===== config.mk =====
export PLATFORM = sky130hd
export DESIGN_NAME = pfs_top
export DESIGN_NICKNAME = d
export VERILOG_FILES = /design/src/pfs_pkg.sv /design/src/pfs_top.sv
export VERILOG_INCLUDE_DIRS = /design/src /design/src/src
export SDC_FILE = /design/constraint.sdc
export NUM_CORES = 2
export LEC_CHECK = 0
export ABC_AREA = 1
export ABC_CLOCK_PERIOD_IN_PS = 9900
export BUFFER_PORTS_ARGS = -buffer_cell sky130_fd_sc_hd__buf_2
export CAP_MARGIN = 20
export CORE_ASPECT_RATIO = 0.6
export CORE_MARGIN = 8
export CORE_UTILIZATION = 45
export DETAILED_ROUTE_END_ITERATION = 12
export GPL_TIMING_DRIVEN = 0
export SYNTH_ARGS = -nofsm -noshare
export SYNTH_HDL_FRONTEND = slang
export SYNTH_SLANG_ARGS = --single-unit

===== constraint.sdc =====
create_clock -name core_clk -period 9.9 [get_ports core_clk]
set_clock_uncertainty 0.1 [all_clocks]
set_input_delay 0.495 -clock core_clk [delete_from_list [all_inputs] [get_ports core_clk]]
set_output_delay 0.495 -clock core_clk [all_outputs]
set_load 0.01 [all_outputs]

===== src/pfs_consts.svh =====
`ifndef PFS_CONSTS_SVH
`define PFS_CONSTS_SVH
// ----------------------------------------
// Parameter numbers
// ----------------------------------------
`define PFS_P_BEARING_LIMIT 10'h084
`define PFS_P_MOTOR_LIMIT   10'h085
`define PFS_P_ERR_HIST      10'h0ab
`define PFS_P_ERR_HOURS     10'h0b0
`define PFS_P_REPLY_DELAY   10'h0b4
`define PFS_P_PASS_TIME     10'h0b7
`define PFS_P_DRIVE_HOURS   10'h0b8
`define PFS_P_STATE_WORD    10'h12f
`define PFS_P_CATALOG       10'h138
`define PFS_P_SERIAL        10'h13b
`define PFS_P_HW_VERSION    10'h13c
// ----------------------------------------
// Reset values and limits
// ----------------------------------------
`define PFS_BEARING_LIMIT_RST 16'h0050
`define PFS_MOTOR_LIMIT_RST   16'h0064
`define PFS_REPLY_DELAY_RST   16'h000a
`define PFS_REPLY_DELAY_MIN   16'h0002
`define PFS_REPLY_DELAY_MAX   16'h0013
`define PFS_PASS_TIME_RST     16'h01f4
`define PFS_CONV_TEMP_LIMIT   16'h004b
`define PFS_CRIT_FREQ_LOW     16'h003c
`define PFS_OVERSPEED_NUM     32'h0000000b
`define PFS_OVERSPEED_DEN     32'h0000000a
`define PFS_PERCENT_FULL      32'h00000064
`define PFS_SERIAL_MASK       32'h000001ff
// ----------------------------------------
// Error codes
// ----------------------------------------
`define PFS_ERR_NONE      4'h0
`define PFS_ERR_OVERSPEED 4'h1
`define PFS_ERR_PASS      4'h2
`define PFS_ERR_BEARING   4'h3
`define PFS_ERR_SHORT     4'h4
`define PFS_ERR_CONV      4'h5
`define PFS_ERR_RUNUP     4'h6
`define PFS_ERR_MOTOR     4'h7
`define PFS_ERR_PUMP      4'h8
// ----------------------------------------
// Timing
// ----------------------------------------
`define PFS_CLK_NS            100
`define PFS_MS_NS             1000000
`define PFS_MS_PER_S          1000
`define PFS_S_PER_HUNDREDTH_H 36
`define PFS_HIST_DEPTH        8
`endif


===== src/pfs_pkg.sv =====
package pfs_pkg;
    typedef struct packed {
        logic        wr;
        logic [9:0]  num;
        logic [2:0]  idx;
        logic [31:0] wdata;
    } pfs_req_s;

    typedef struct packed {
        logic        ok;
        logic [31:0] data;
    } pfs_rsp_s;

    typedef enum logic [1:0] {
        PFS_IDLE = 2'b01,
        PFS_WAIT = 2'b10
    } pfs_state_e;
endpackage


===== src/pfs_top.sv =====
`timescale 1ns/1ps
`include "pfs_consts.svh"
// Overview of operation
// - Either bearing reading above limit stops drive and logs code 3.
// - Motor coil temperature above limit stops drive and logs code 7.
// - Eight-deep code history, newest in slot 0, oldest kept in slot 7.
// - Matching eight-deep 32-bit hour stamps in 0.01 h units.
// - Reply waits the programmable delay in ms, default 10 ms.
// - Code 2 if 60 Hz < frequency < minimum after passing time.
// - Frequency above nominal by more than 10 percent gives code 1.
// - Converter temperature above 75 C gives code 5.
// - Code 6 if below normal level when run-up time expires.
// - Motor or cable short circuit gives code 4.
// - Missing or unknown pump gives code 8; code 0 means none.
// - 32-bit hours total in 0.01 h, counting only while driving.
// - State word bits: normal, ready, accelerating, decelerating.
// - Any active error forces state word to zero.
// - Serial number reads as 32 bits holding nine low bits.
// - Read-only 16-bit hardware version index 0 to 100.
// - Normal when frequency at least setpoint times percent.
// - Any failure shuts drive down and lights fault indicator.
module pfs_top #(
    parameter int          MS_CYCLES     = `PFS_MS_NS / `PFS_CLK_NS,
    parameter int          MS_PER_S      = `PFS_MS_PER_S,
    parameter int          S_PER_TICK    = `PFS_S_PER_HUNDREDTH_H,
    // Arbitrary identity values
    parameter logic [31:0] SERIAL_NUMBER = 32'h00000123,
    parameter logic [15:0] CATALOG_CODE  = 16'h0abc,
    parameter logic [15:0] HW_VERSION    = 16'h0001
) (
    input  wire  logic              core_clk,
    input  wire  logic              rst_n,
    input  wire  logic              start_cmd,
    input  wire  logic [15:0]       bearing_temp_reading_a,
    input  wire  logic [15:0]       bearing_temp_reading_b,
    input  wire  logic [15:0]       motor_coil_temp,
    input  wire  logic [15:0]       converter_temp,
    input  wire  logic [15:0]       rotor_frequency,
    input  wire  logic [15:0]       min_frequency_level,
    input  wire  logic [15:0]       nominal_frequency,
    input  wire  logic [15:0]       setpoint_frequency,
    input  wire  logic [15:0]       normal_level_percent,
    input  wire  logic [15:0]       run_up_time_limit,
    input  wire  logic              short_detect,
    input  wire  logic              pump_absent,
    input  wire  logic              req_valid,
    input  wire  pfs_pkg::pfs_req_s req,
    output logic                    req_ready,
    output logic                    rsp_valid,
    output pfs_pkg::pfs_rsp_s       rsp,
    output logic                    drive_on,
    output logic                    fault_led,
    output logic [3:0]              fault_code,
    output logic [15:0]             state_word
);
    import pfs_pkg::*;

    // ----------------------------------------
    // State
    // ----------------------------------------
    localparam int HD = `PFS_HIST_DEPTH;
    logic [31:0] ms_cnt_q, ms_cnt_d, s_cnt_q, s_cnt_d, hx_cnt_q, hx_cnt_d;
    logic [31:0] hours_q, hours_d;
    logic [15:0] pass_s_q, pass_s_d, run_s_q, run_s_d;
    logic [15:0] delay_q, delay_d, dly_cnt_q, dly_cnt_d, prev_f_q;
    logic [3:0]  hist_q [HD], hist_d [HD];
    logic [31:0] hstamp_q [HD], hstamp_d [HD];
    logic        fault_q, fault_d, drive_d, rsp_valid_d;
    logic [3:0]  code_q, code_d;
    logic [15:0] sw_d;
    pfs_state_e  st_q, st_d;
    pfs_req_s    rq_q, rq_d;
    pfs_rsp_s    rsp_d;
    logic [8:1]  cond;
    logic        ms_tick, s_tick, h_tick, normal, new_fault;

    // ----------------------------------------
    // Helpers
    // ----------------------------------------
    function automatic logic [3:0] first_code(input logic [8:1] c);
        first_code = `PFS_ERR_NONE;
        for (int i = 8; i >= 1; i--) begin
            if (c[i]) begin
                first_code = 4'(i);
            end
        end
    endfunction

    // ----------------------------------------
    // Next state
    // ----------------------------------------
    always_comb begin
        ms_tick = ms_cnt_q == 32'(MS_CYCLES - 1);
        s_tick = ms_tick && (s_cnt_q == 32'(MS_PER_S - 1));
        h_tick = s_tick && drive_on && (hx_cnt_q == 32'(S_PER_TICK - 1));
        ms_cnt_d = ms_tick ? 32'h0 : ms_cnt_q + 32'h1;
        s_cnt_d = s_cnt_q;
        if (ms_tick) begin
            s_cnt_d = s_tick ? 32'h0 : s_cnt_q + 32'h1;
        end
        hx_cnt_d = hx_cnt_q;
        if (s_tick && drive_on) begin
            hx_cnt_d = h_tick ? 32'h0 : hx_cnt_q + 32'h1;
        end
        hours_d = h_tick ? hours_q + 32'h1 : hours_q;
        pass_s_d = 16'h0;
        run_s_d = 16'h0;
        if (start_cmd) begin
            pass_s_d = (s_tick && pass_s_q != 16'hffff) ?
                       pass_s_q + 16'h1 : pass_s_q;
            run_s_d = (s_tick && run_s_q != 16'hffff) ?
                      run_s_q + 16'h1 : run_s_q;
        end
        normal = 32'(rotor_frequency) * `PFS_PERCENT_FULL >=
                 32'(setpoint_frequency) * 32'(normal_level_percent);
        cond[1] = 32'(rotor_frequency) * `PFS_OVERSPEED_DEN >
                  32'(nominal_frequency) * `PFS_OVERSPEED_NUM;
        cond[2] = start_cmd && pass_s_q >= `PFS_PASS_TIME_RST &&
                  rotor_frequency > `PFS_CRIT_FREQ_LOW &&
                  rotor_frequency < min_frequency_level;
        cond[3] = bearing_temp_reading_a > `PFS_BEARING_LIMIT_RST ||
                  bearing_temp_reading_b > `PFS_BEARING_LIMIT_RST;
        cond[4] = short_detect;
        cond[5] = converter_temp > `PFS_CONV_TEMP_LIMIT;
        cond[6] = start_cmd && run_s_q >= run_up_time_limit && !normal;
        cond[7] = motor_coil_temp > `PFS_MOTOR_LIMIT_RST;
        cond[8] = pump_absent;
        new_fault = !fault_q && (|cond);
        fault_d = fault_q;
        code_d = code_q;
        if (new_fault) begin
            fault_d = 1'b1;
            code_d = first_code(cond);
        end else if (fault_q && !start_cmd && !(|cond)) begin
            fault_d = 1'b0;
            code_d = `PFS_ERR_NONE;
        end
        drive_d = start_cmd && !fault_d;
        for (int i = 0; i < HD; i++) begin
            hist_d[i] = hist_q[i];
            hstamp_d[i] = hstamp_q[i];
        end
        if (new_fault) begin
            hist_d[0] = first_code(cond);
            hstamp_d[0] = hours_q;
            for (int i = 1; i < HD; i++) begin
                hist_d[i] = hist_q[i - 1];
                hstamp_d[i] = hstamp_q[i - 1];
            end
        end
        sw_d = {12'h000, rotor_frequency < prev_f_q,
                rotor_frequency > prev_f_q, 1'b1, normal && drive_d};
        if (fault_d) begin
            sw_d = 16'h0000;
        end
        st_d = st_q;
        rq_d = rq_q;
        delay_d = delay_q;
        dly_cnt_d = dly_cnt_q;
        rsp_valid_d = 1'b0;
        rsp_d = rsp;
        unique case (st_q)
            PFS_IDLE: begin
                if (req_valid && req_ready) begin
                    rq_d = req;
                    dly_cnt_d = 16'h0;
                    st_d = PFS_WAIT;
                    if (req.wr && req.num == `PFS_P_REPLY_DELAY &&
                        req.wdata[15:0] >= `PFS_REPLY_DELAY_MIN &&
                        req.wdata[15:0] <= `PFS_REPLY_DELAY_MAX) begin
                        delay_d = req.wdata[15:0];
                    end
                end
            end
            PFS_WAIT: begin
                if (dly_cnt_q > delay_q) begin
                    st_d = PFS_IDLE;
                    rsp_valid_d = 1'b1;
                    rsp_d.ok = !rq_q.wr;
                    rsp_d.data = 32'h0;
                    unique case (rq_q.num)
                        `PFS_P_BEARING_LIMIT:
                            rsp_d.data = 32'(`PFS_BEARING_LIMIT_RST);
                        `PFS_P_MOTOR_LIMIT:
                            rsp_d.data = 32'(`PFS_MOTOR_LIMIT_RST);
                        `PFS_P_ERR_HIST: rsp_d.data = 32'(hist_q[rq_q.idx]);
                        `PFS_P_ERR_HOURS: rsp_d.data = hstamp_q[rq_q.idx];
                        `PFS_P_REPLY_DELAY: begin
                            rsp_d.data = 32'(delay_q);
                            rsp_d.ok = !rq_q.wr || delay_q ==
                                       rq_q.wdata[15:0];
                        end
                        `PFS_P_PASS_TIME:
                            rsp_d.data = 32'(`PFS_PASS_TIME_RST);
                        `PFS_P_DRIVE_HOURS: rsp_d.data = hours_q;
                        `PFS_P_STATE_WORD: rsp_d.data = 32'(state_word);
                        `PFS_P_CATALOG: rsp_d.data = 32'(CATALOG_CODE);
                        `PFS_P_SERIAL:
                            rsp_d.data = SERIAL_NUMBER & `PFS_SERIAL_MASK;
                        `PFS_P_HW_VERSION: rsp_d.data = 32'(HW_VERSION);
                        default: rsp_d.ok = 1'b0;
                    endcase
                end else if (ms_tick) begin
                    dly_cnt_d = dly_cnt_q + 16'h1;
                end
            end
            default: st_d = PFS_IDLE;
        endcase
    end

    // ----------------------------------------
    // Registers
    // ----------------------------------------
    always_ff @(posedge core_clk) begin
        if (!rst_n) begin
            ms_cnt_q <= 32'h0;
            s_cnt_q <= 32'h0;
            hx_cnt_q <= 32'h0;
            hours_q <= 32'h0;
            pass_s_q <= 16'h0;
            run_s_q <= 16'h0;
            delay_q <= `PFS_REPLY_DELAY_RST;
            dly_cnt_q <= 16'h0;
            prev_f_q <= 16'h0;
            for (int i = 0; i < HD; i++) begin
                hist_q[i] <= `PFS_ERR_NONE;
                hstamp_q[i] <= 32'h0;
            end
            fault_q <= 1'b0;
            code_q <= `PFS_ERR_NONE;
            st_q <= PFS_IDLE;
            rq_q <= '0;
            req_ready <= 1'b0;
            rsp_valid <= 1'b0;
            rsp <= '0;
            drive_on <= 1'b0;
            fault_led <= 1'b0;
            fault_code <= `PFS_ERR_NONE;
            state_word <= 16'h0000;
        end else begin
            ms_cnt_q <= ms_cnt_d;
            s_cnt_q <= s_cnt_d;
            hx_cnt_q <= hx_cnt_d;
            hours_q <= hours_d;
            pass_s_q <= pass_s_d;
            run_s_q <= run_s_d;
            delay_q <= delay_d;
            dly_cnt_q <= dly_cnt_d;
            prev_f_q <= rotor_frequency;
            hist_q <= hist_d;
            hstamp_q <= hstamp_d;
            fault_q <= fault_d;
            code_q <= code_d;
            st_q <= st_d;
            rq_q <= rq_d;
            req_ready <= st_d == PFS_IDLE;
            rsp_valid <= rsp_valid_d;
            rsp <= rsp_d;
            drive_on <= drive_d;
            fault_led <= fault_d;
            fault_code <= code_d;
            state_word <= sw_d;
        end
    end
endmodule


After elaboration in Yosys (flattened, before gate mapping). Cells that the tools add are included.

Output and inout port bits: 57. Word-level logic and storage cells: 162. Flip-flop bits (word level): 585.

Reductions and logical operators: 39. Add/sub/neg operators: 7. Multipliers: 4. Bitwise logic cells: 2. Magnitude comparators: 16. Muxes and demuxes: 31. Eq/ne operators: 24.

Operators with widths (count): 32-bit one-hot mux with 11 select lines (1); 32-bit by 1-bit adder with 32-bit output (second input constant) (4); 32-bit two-way mux (4); 32-bit binary-select mux with 3-bit select (1); 10-bit by 8-bit equality test with 1-bit output (second input constant) (8); 16-bit by 7-bit greater-than comparator with 1-bit output (second input constant) (4); 16-bit by 1-bit adder with 16-bit output (second input constant) (3); 16-bit two-way mux (3); 4-bit two-way mux (12); 10-bit by 9-bit equality test with 1-bit output (second input constant) (4); 32-bit by 10-bit equality test with 1-bit output (second input constant) (1); 32-bit by 14-bit equality test with 1-bit output (second input constant) (1); 32-bit by 6-bit equality test with 1-bit output (second input constant) (1); 23-bit by 32-bit >= comparator with 1-bit output (1); 16-bit greater-than comparator (2); 16-bit less-than comparator (2); 16-bit by 16-bit multiplier with 32-bit output (1); 16-bit inequality test (second input constant) (2); 16-bit one-hot mux with 2 select lines (1); 16-bit by 5-bit multiplier with 21-bit output (second input constant) (1); 20-bit greater-than comparator (1); 16-bit by 4-bit multiplier with 20-bit output (second input constant) (1); 1-bit logical AND (19); 16-bit by 3-bit multiplier with 19-bit output (second input constant) (1); other kinds (26) (44).

Longest topological paths before layout.
Word-level depth: 13. Gate-level depth with buffers: 48. Depth with buffers taken out: 45.

Worst setup path after synthesis. No wires, ideal clock.

Path type: input to register. Start point: input port setpoint_frequency[5]. End point: register hstamp_q[253] in the netlist's numbering. Stages on the path: 44. Setup time: 0.120 ns. Data arrival time: 7.183 ns. Setup slack: 2.497 ns. Data required time: 9.680 ns. Cell sequence: clkbuf_1 -> clkbuf_1 -> nand2_1 -> fa_1 -> inv_1 -> fa_1 -> inv_1 -> fa_1 -> inv_1 -> fa_1 -> fa_1 -> inv_1 -> fa_1 -> inv_1 -> ha_1 -> nand2_1 -> inv_2 -> a21oi_1 -> (+8 left out) -> nand2_1 -> nand2_1 -> nand2_1 -> nand2_1 -> nand2_1 -> nand2_1 -> nand2_1 -> nand3_1 -> nand2_1 -> nand2_1 -> inv_2 -> nand3_2 -> nand2_4 -> inv_4 -> buf_6 -> buf_6 -> o21ai_1 -> a21oi_1.

Word-level cells in the longest chain between the ends: 6.

Ends and longest elaborated chain: from (decl) (RTL line pfs_top.sv:41) `input wire logic [15:0] setpoint_frequency,`; 16-bit by 16-bit multiplier with 32-bit output (RTL line pfs_top.sv:115) `32'(setpoint_frequency) * 32'(normal_level_percent);`; 23-bit by 32-bit >= comparator with 1-bit output (RTL line pfs_top.sv:114) `` normal = 32'(rotor_frequency) * `PFS_PERCENT_FULL >= ``; 1-bit logical NOT (RTL line pfs_top.sv:125) `cond[6] = start_cmd && run_s_q >= run_up_time_limit && !normal;`; 1-bit logical AND (RTL line pfs_top.sv:125); 8-bit OR reduction (RTL line pfs_top.sv:128) `new_fault = !fault_q && (|cond);`; 1-bit logical AND (RTL line pfs_top.sv:128); to (signal assigned) (RTL line pfs_top.sv:251) `hstamp_q <= hstamp_d;`; to (decl) (RTL line pfs_top.sv:67) `logic [31:0] hstamp_q [HD], hstamp_d [HD];`.

No other way between the ends. A chain may end at the register's enable or synchronous reset.

Final worst setup path.
Start point: input port setpoint_frequency[5]. End point: register hstamp_q[195] in the netlist's numbering.

The elaborated chain is that of the path after synthesis.

==> flow_metrics.py <==
metrics = {
    "logic_synthesis": {
        "synth_top_family_by_area": "simple AND/OR/NAND/NOR gates",
        "synth_xor_xnor_area_share_pct": 2.60,
        "synthSimpleGateAreaFrac_pct": 21.3,
        "synthArstFlopShare_pct": 0,
        "yosysWarnings": 0,
        "synth_compound_gate_area_share_pct": 15.6,
        "synthMuxAreaShare_pct": 0,
        "synthAdderAreaFrac_pct": 20.5,
        "ys_seq_area_share_pct": 27.2,
        "ys_seq_elements": 573,
        "ys_types": 60,
        "synth-edff-count": 0,
        "synth_cells": 5959,
        "synth_flop_cell": "dfxtp_1",
        "syn-cell-area_mm2": 0.0422,
        "syn_avg_cell_area_um2": 7.08,
    },
    "cells_and_area": {
        "area_delta_synth_final_pct": 11.1,
        "final_core_util_pct": 50.2,
        "regArea_mm2": 0.0115,
        "fillers": 9488,
        "final_nets": 7003,
        "multi_input_area_mm2": 0.0253,
        "drive_gt1_share_pct": 6.45,
    },
    "detailed_routing": {
        "wl_met1_um": 74900,
        "viasPerCell": 5.43,
        "route.met2.wl_um": 53100,
        "dr.pass1.iters": 6,
        "drtIter0Drc": 4872,
        "ant_nets": 0,
        "drcViolationCount": 0,
        "top_layer": "met5",
        "wl_um": 149000,
        "vias": 40900,
        "routedWlPerCell_um": 19.8,
        "routed-wl-met3_um": 17600,
    },
    "setup_path": {
        "critPathRequiredTime_ns": 10.38,
        "r2r_slack_ns": 5.99,
        "path_common_cell": "nand2_1",
        "cp-end-kind": "flop",
        "worstPathArrival_ns": 9.09,
        "start_kind": "primary input",
        "cpPeakStageDelay_ns": 0.66,
        "critPathSlowestCell": "fa_1",
        "r2r.worst_path.cells": 17,
        "critical_path.max_fanout": 10,
        "timing.rr.end": "hstamp_q[195]",
        "r2r-start": "pass_s_q[4]",
        "crit_type": "in -> reg",
    },
    "pwr": {
        "p_sw_mw": 5.41,
        "pwr-share-clk_pct": 20.8,
        "switching_share_pct": 46.4,
        "p_int_mw": 6.24,
        "worst_ir_drop_vdd_v": 0.000362,
        "power.density_mw_per_mm2": 249,
        "pwr-share-comb_pct": 58.1,
        "power_frac_seq_pct": 21.1,
        "p_leak_nw": 22.1,
    },
    "timing": {
        "fin_crit_ns": 8.61,
        "slew_violations": 0,
        "setup_violations": 0,
        "slew_headroom_pct": 12.1,
        "timing.fmax_mhz": 116,
        "rsz0062_at_grt": "no",
        "min_period_over_period_pct": 87.0,
        "hold_viol_final": 0,
        "fin_tns_setup_ns": 0,
        "max_slew.worst_pin.slew_ns": 1.32,
    },
    "min_path": {
        "whs_endpoint": "rq_q[8]",
        "hold_start": "req[8]",
        "whs_path_depth": 3,
        "min_path_type": "in -> reg",
    },
    "grt": {
        "grt_pass1_vias": 37300,
        "grt_max_degree": 17,
        "antenna_found_initial": 5,
        "grt_pass1_wl_um": 226000,
        "grt-ovfl-total": 0,
        "track_usage_pct": 27.7,
    },
    "floorplanning": {
        "die_h_um": 253,
        "die_area_mm2": 0.104,
        "rows": 87,
        "num_io_pins": 269,
        "start_util_pct": 45.2,
        "die_w_um": 411,
        "core-area_mm2": 0.0934,
    },
    "clock_tree": {
        "htreeDepth": 2,
        "cts-buffers-inserted": 54,
        "holdBufCountCts": 1,
        "cts_tree": "done",
        "cts_num_sinks": 573,
        "clkLatencyLatePin_ns": 0.66,
        "cts.clk_slew.worst_paths_ns": 0.07,
        "cts-resized-gates": 0,
        "cts_root_buffer": "clkbuf_16",
        "cts_setup_buffers": 0,
        "clock_path_buffers": 3,
    },
    "placed_design": {
        "place.gp.congestion": 1.07,
        "hpwl_um": 120000,
        "port_buffers": 205,
    },
    "run_status": {
        "status": "finished clean",
    },
    "flow_run": {
        "max_cap_viol_count": 0,
    },
}
==> cells by family (layout without fill, tap and decap cells) <==
logic type               after synthesis  count (layout)
buffers and inverters               1341            1648
flip-flops                           573             573
XOR/XNOR                             125             125
AO/OA/AOI/OAI                       1216            1216
other                                  1              17
AND/OR/NAND/NOR                     2144            2144
adder cells (fa/ha/maj)              559             559
==> flip-flops by register name (all words and copies together), names as in the netlist, 30 cells and up <==
signal / count
hstamp_q: 256
rsp: 33
hist_q: 32
hours_q: 32
hx_cnt_q: 32
ms_cnt_q: 32
s_cnt_q: 32
rq_q: 30
==> routing by layer <==
| layer | track usage (%) | vias up |
|---|---|---|
| met5 | 0.932 | - |
| met1 | 45.2 | 19200 |
| met2 | 35.2 | 1819 |
| met4 | 5.54 | 2 |
| li1 | - | 19700 |
| met3 | 7.04 | 226 |
==> cell type report <==
cell class	count	share of cell area, %
Clock inverter	34	1.13
Multi-Input combinational cell	4056	54.1
Sequential cell	573	24.5
Inverter	1056	8.46
Buffer	285	3.06
Tap cell	1246	3.33
Antenna cell	5	0.0267
Clock buffer	67	3.21
Timing Repair Buffer	206	2.21
==> power by group through the flow <==
stage          registers [mW]  logic (mW)  clock network, mW
2_1_floorplan            2.48        4.82                  0
3_3_place_gp             2.50        6.54                  0
3_5_place_dp             2.50        6.61                  0
4_1_cts                  2.45        6.68               2.45
5_1_grt                  2.46        7.74               2.54
6_report                 2.45        6.77               2.43
==> critical path, delay by kind of cell <==
family / cells / cell delay, ns
simple gates: 14 / 1.24
buf+inv: 11 / 2.13
fa+ha+maj: 8 / 3.89
xor+xnor: 1 / 0.19
compound gates: 6 / 1.11
==> placed cells by master, fill, tap and decap left out, drive strengths merged, types with 9 or more instances in the layout <==
master | netlist | final
xnor2 | 30 | 30
conb | 1 | 12
fa | 219 | 219
o211ai | 54 | 54
o221ai | 29 | 29
nor4 | 66 | 66
dfxtp | 573 | 573
nand3 | 163 | 163
nand2 | 944 | 944
nor3 | 138 | 138
ha | 340 | 340
o21a | 14 | 14
bufinv | 0 | 12
inv | 1055 | 1055
xor2 | 95 | 95
buf | 79 | 284
nor2 | 719 | 719
clkbuf | 206 | 273
a211oi | 20 | 20
nor3b | 9 | 9
a21oi | 441 | 441
nand4 | 85 | 85
clkinv | 1 | 19
o21ai | 594 | 594
a31oi | 20 | 20
==> Yosys cell counts, types with 3 or more instances <==
cell       instances  share of area, %
clkbuf_1         206               1.8
o211ai_1          54              0.96
nor3b_1            9              0.16
o21ai_0          544               6.5
nor2_2             8              0.12
o22ai_1            5             0.074
or4_1              4             0.071
xor2_1            95               2.0
buf_6             36              0.96
nand2_1          941               8.4
inv_2              8             0.071
ha_1             340                10
o2111ai_1          3             0.062
nor2_1           711               6.3
a221oi_1           4             0.083
nor4_1            66              0.98
o221ai_1          29              0.60
nand4_1           84               1.2
nand3b_1           6              0.11
buf_1              7             0.062
a21oi_1          441               5.2
nor3_1           133               1.6
o311ai_0           3             0.062
nand3_1          162               1.9
o21bai_1           5             0.089
a211oi_1          20              0.36
buf_2             17              0.20
xnor2_1           30              0.62
a311oi_1           3             0.062
o31ai_1            4             0.071
a31oi_1           20              0.30
fa_1             219                10
inv_1           1046               9.3
buf_4             19              0.34
o21a_1            14              0.25
and3_1             3             0.045
o21ai_1           50              0.59
nor3_2             5              0.12
dfxtp_1          573                27
a32o_1             4             0.095
==> how the worst max path moves through the flow <==
stage | start | to | slack (ns)
after floorplan | setpoint_frequency[5] | hstamp_q[253] | 2.50
after global placement | setpoint_frequency[5] | hstamp_q[193] | 0.76
after detailed placement | setpoint_frequency[5] | hist_q[28] | 0.76
after CTS | setpoint_frequency[5] | code_q[0] | 1.37
after global routing | setpoint_frequency[5] | hist_q[5] | 0.70
final | setpoint_frequency[5] | hstamp_q[195] | 1.29
==> per-stage QoR <==
step	area (um^2)	power, mW	hold WS (ns)	setup slack, ns	std cells
floorplan	42200	7.31	0.318	2.50	5970
global placement	44800	9.04	0.331	0.765	7421
detailed placement	44800	9.11	0.335	0.760	7421
CTS	46800	11.6	0.00904	1.37	7523
global route	46800	12.7	0.0202	0.703	7523
finish	46900	11.6	0.0217	1.29	7528
Note: power is estimated with default switching activity, not from simulation.
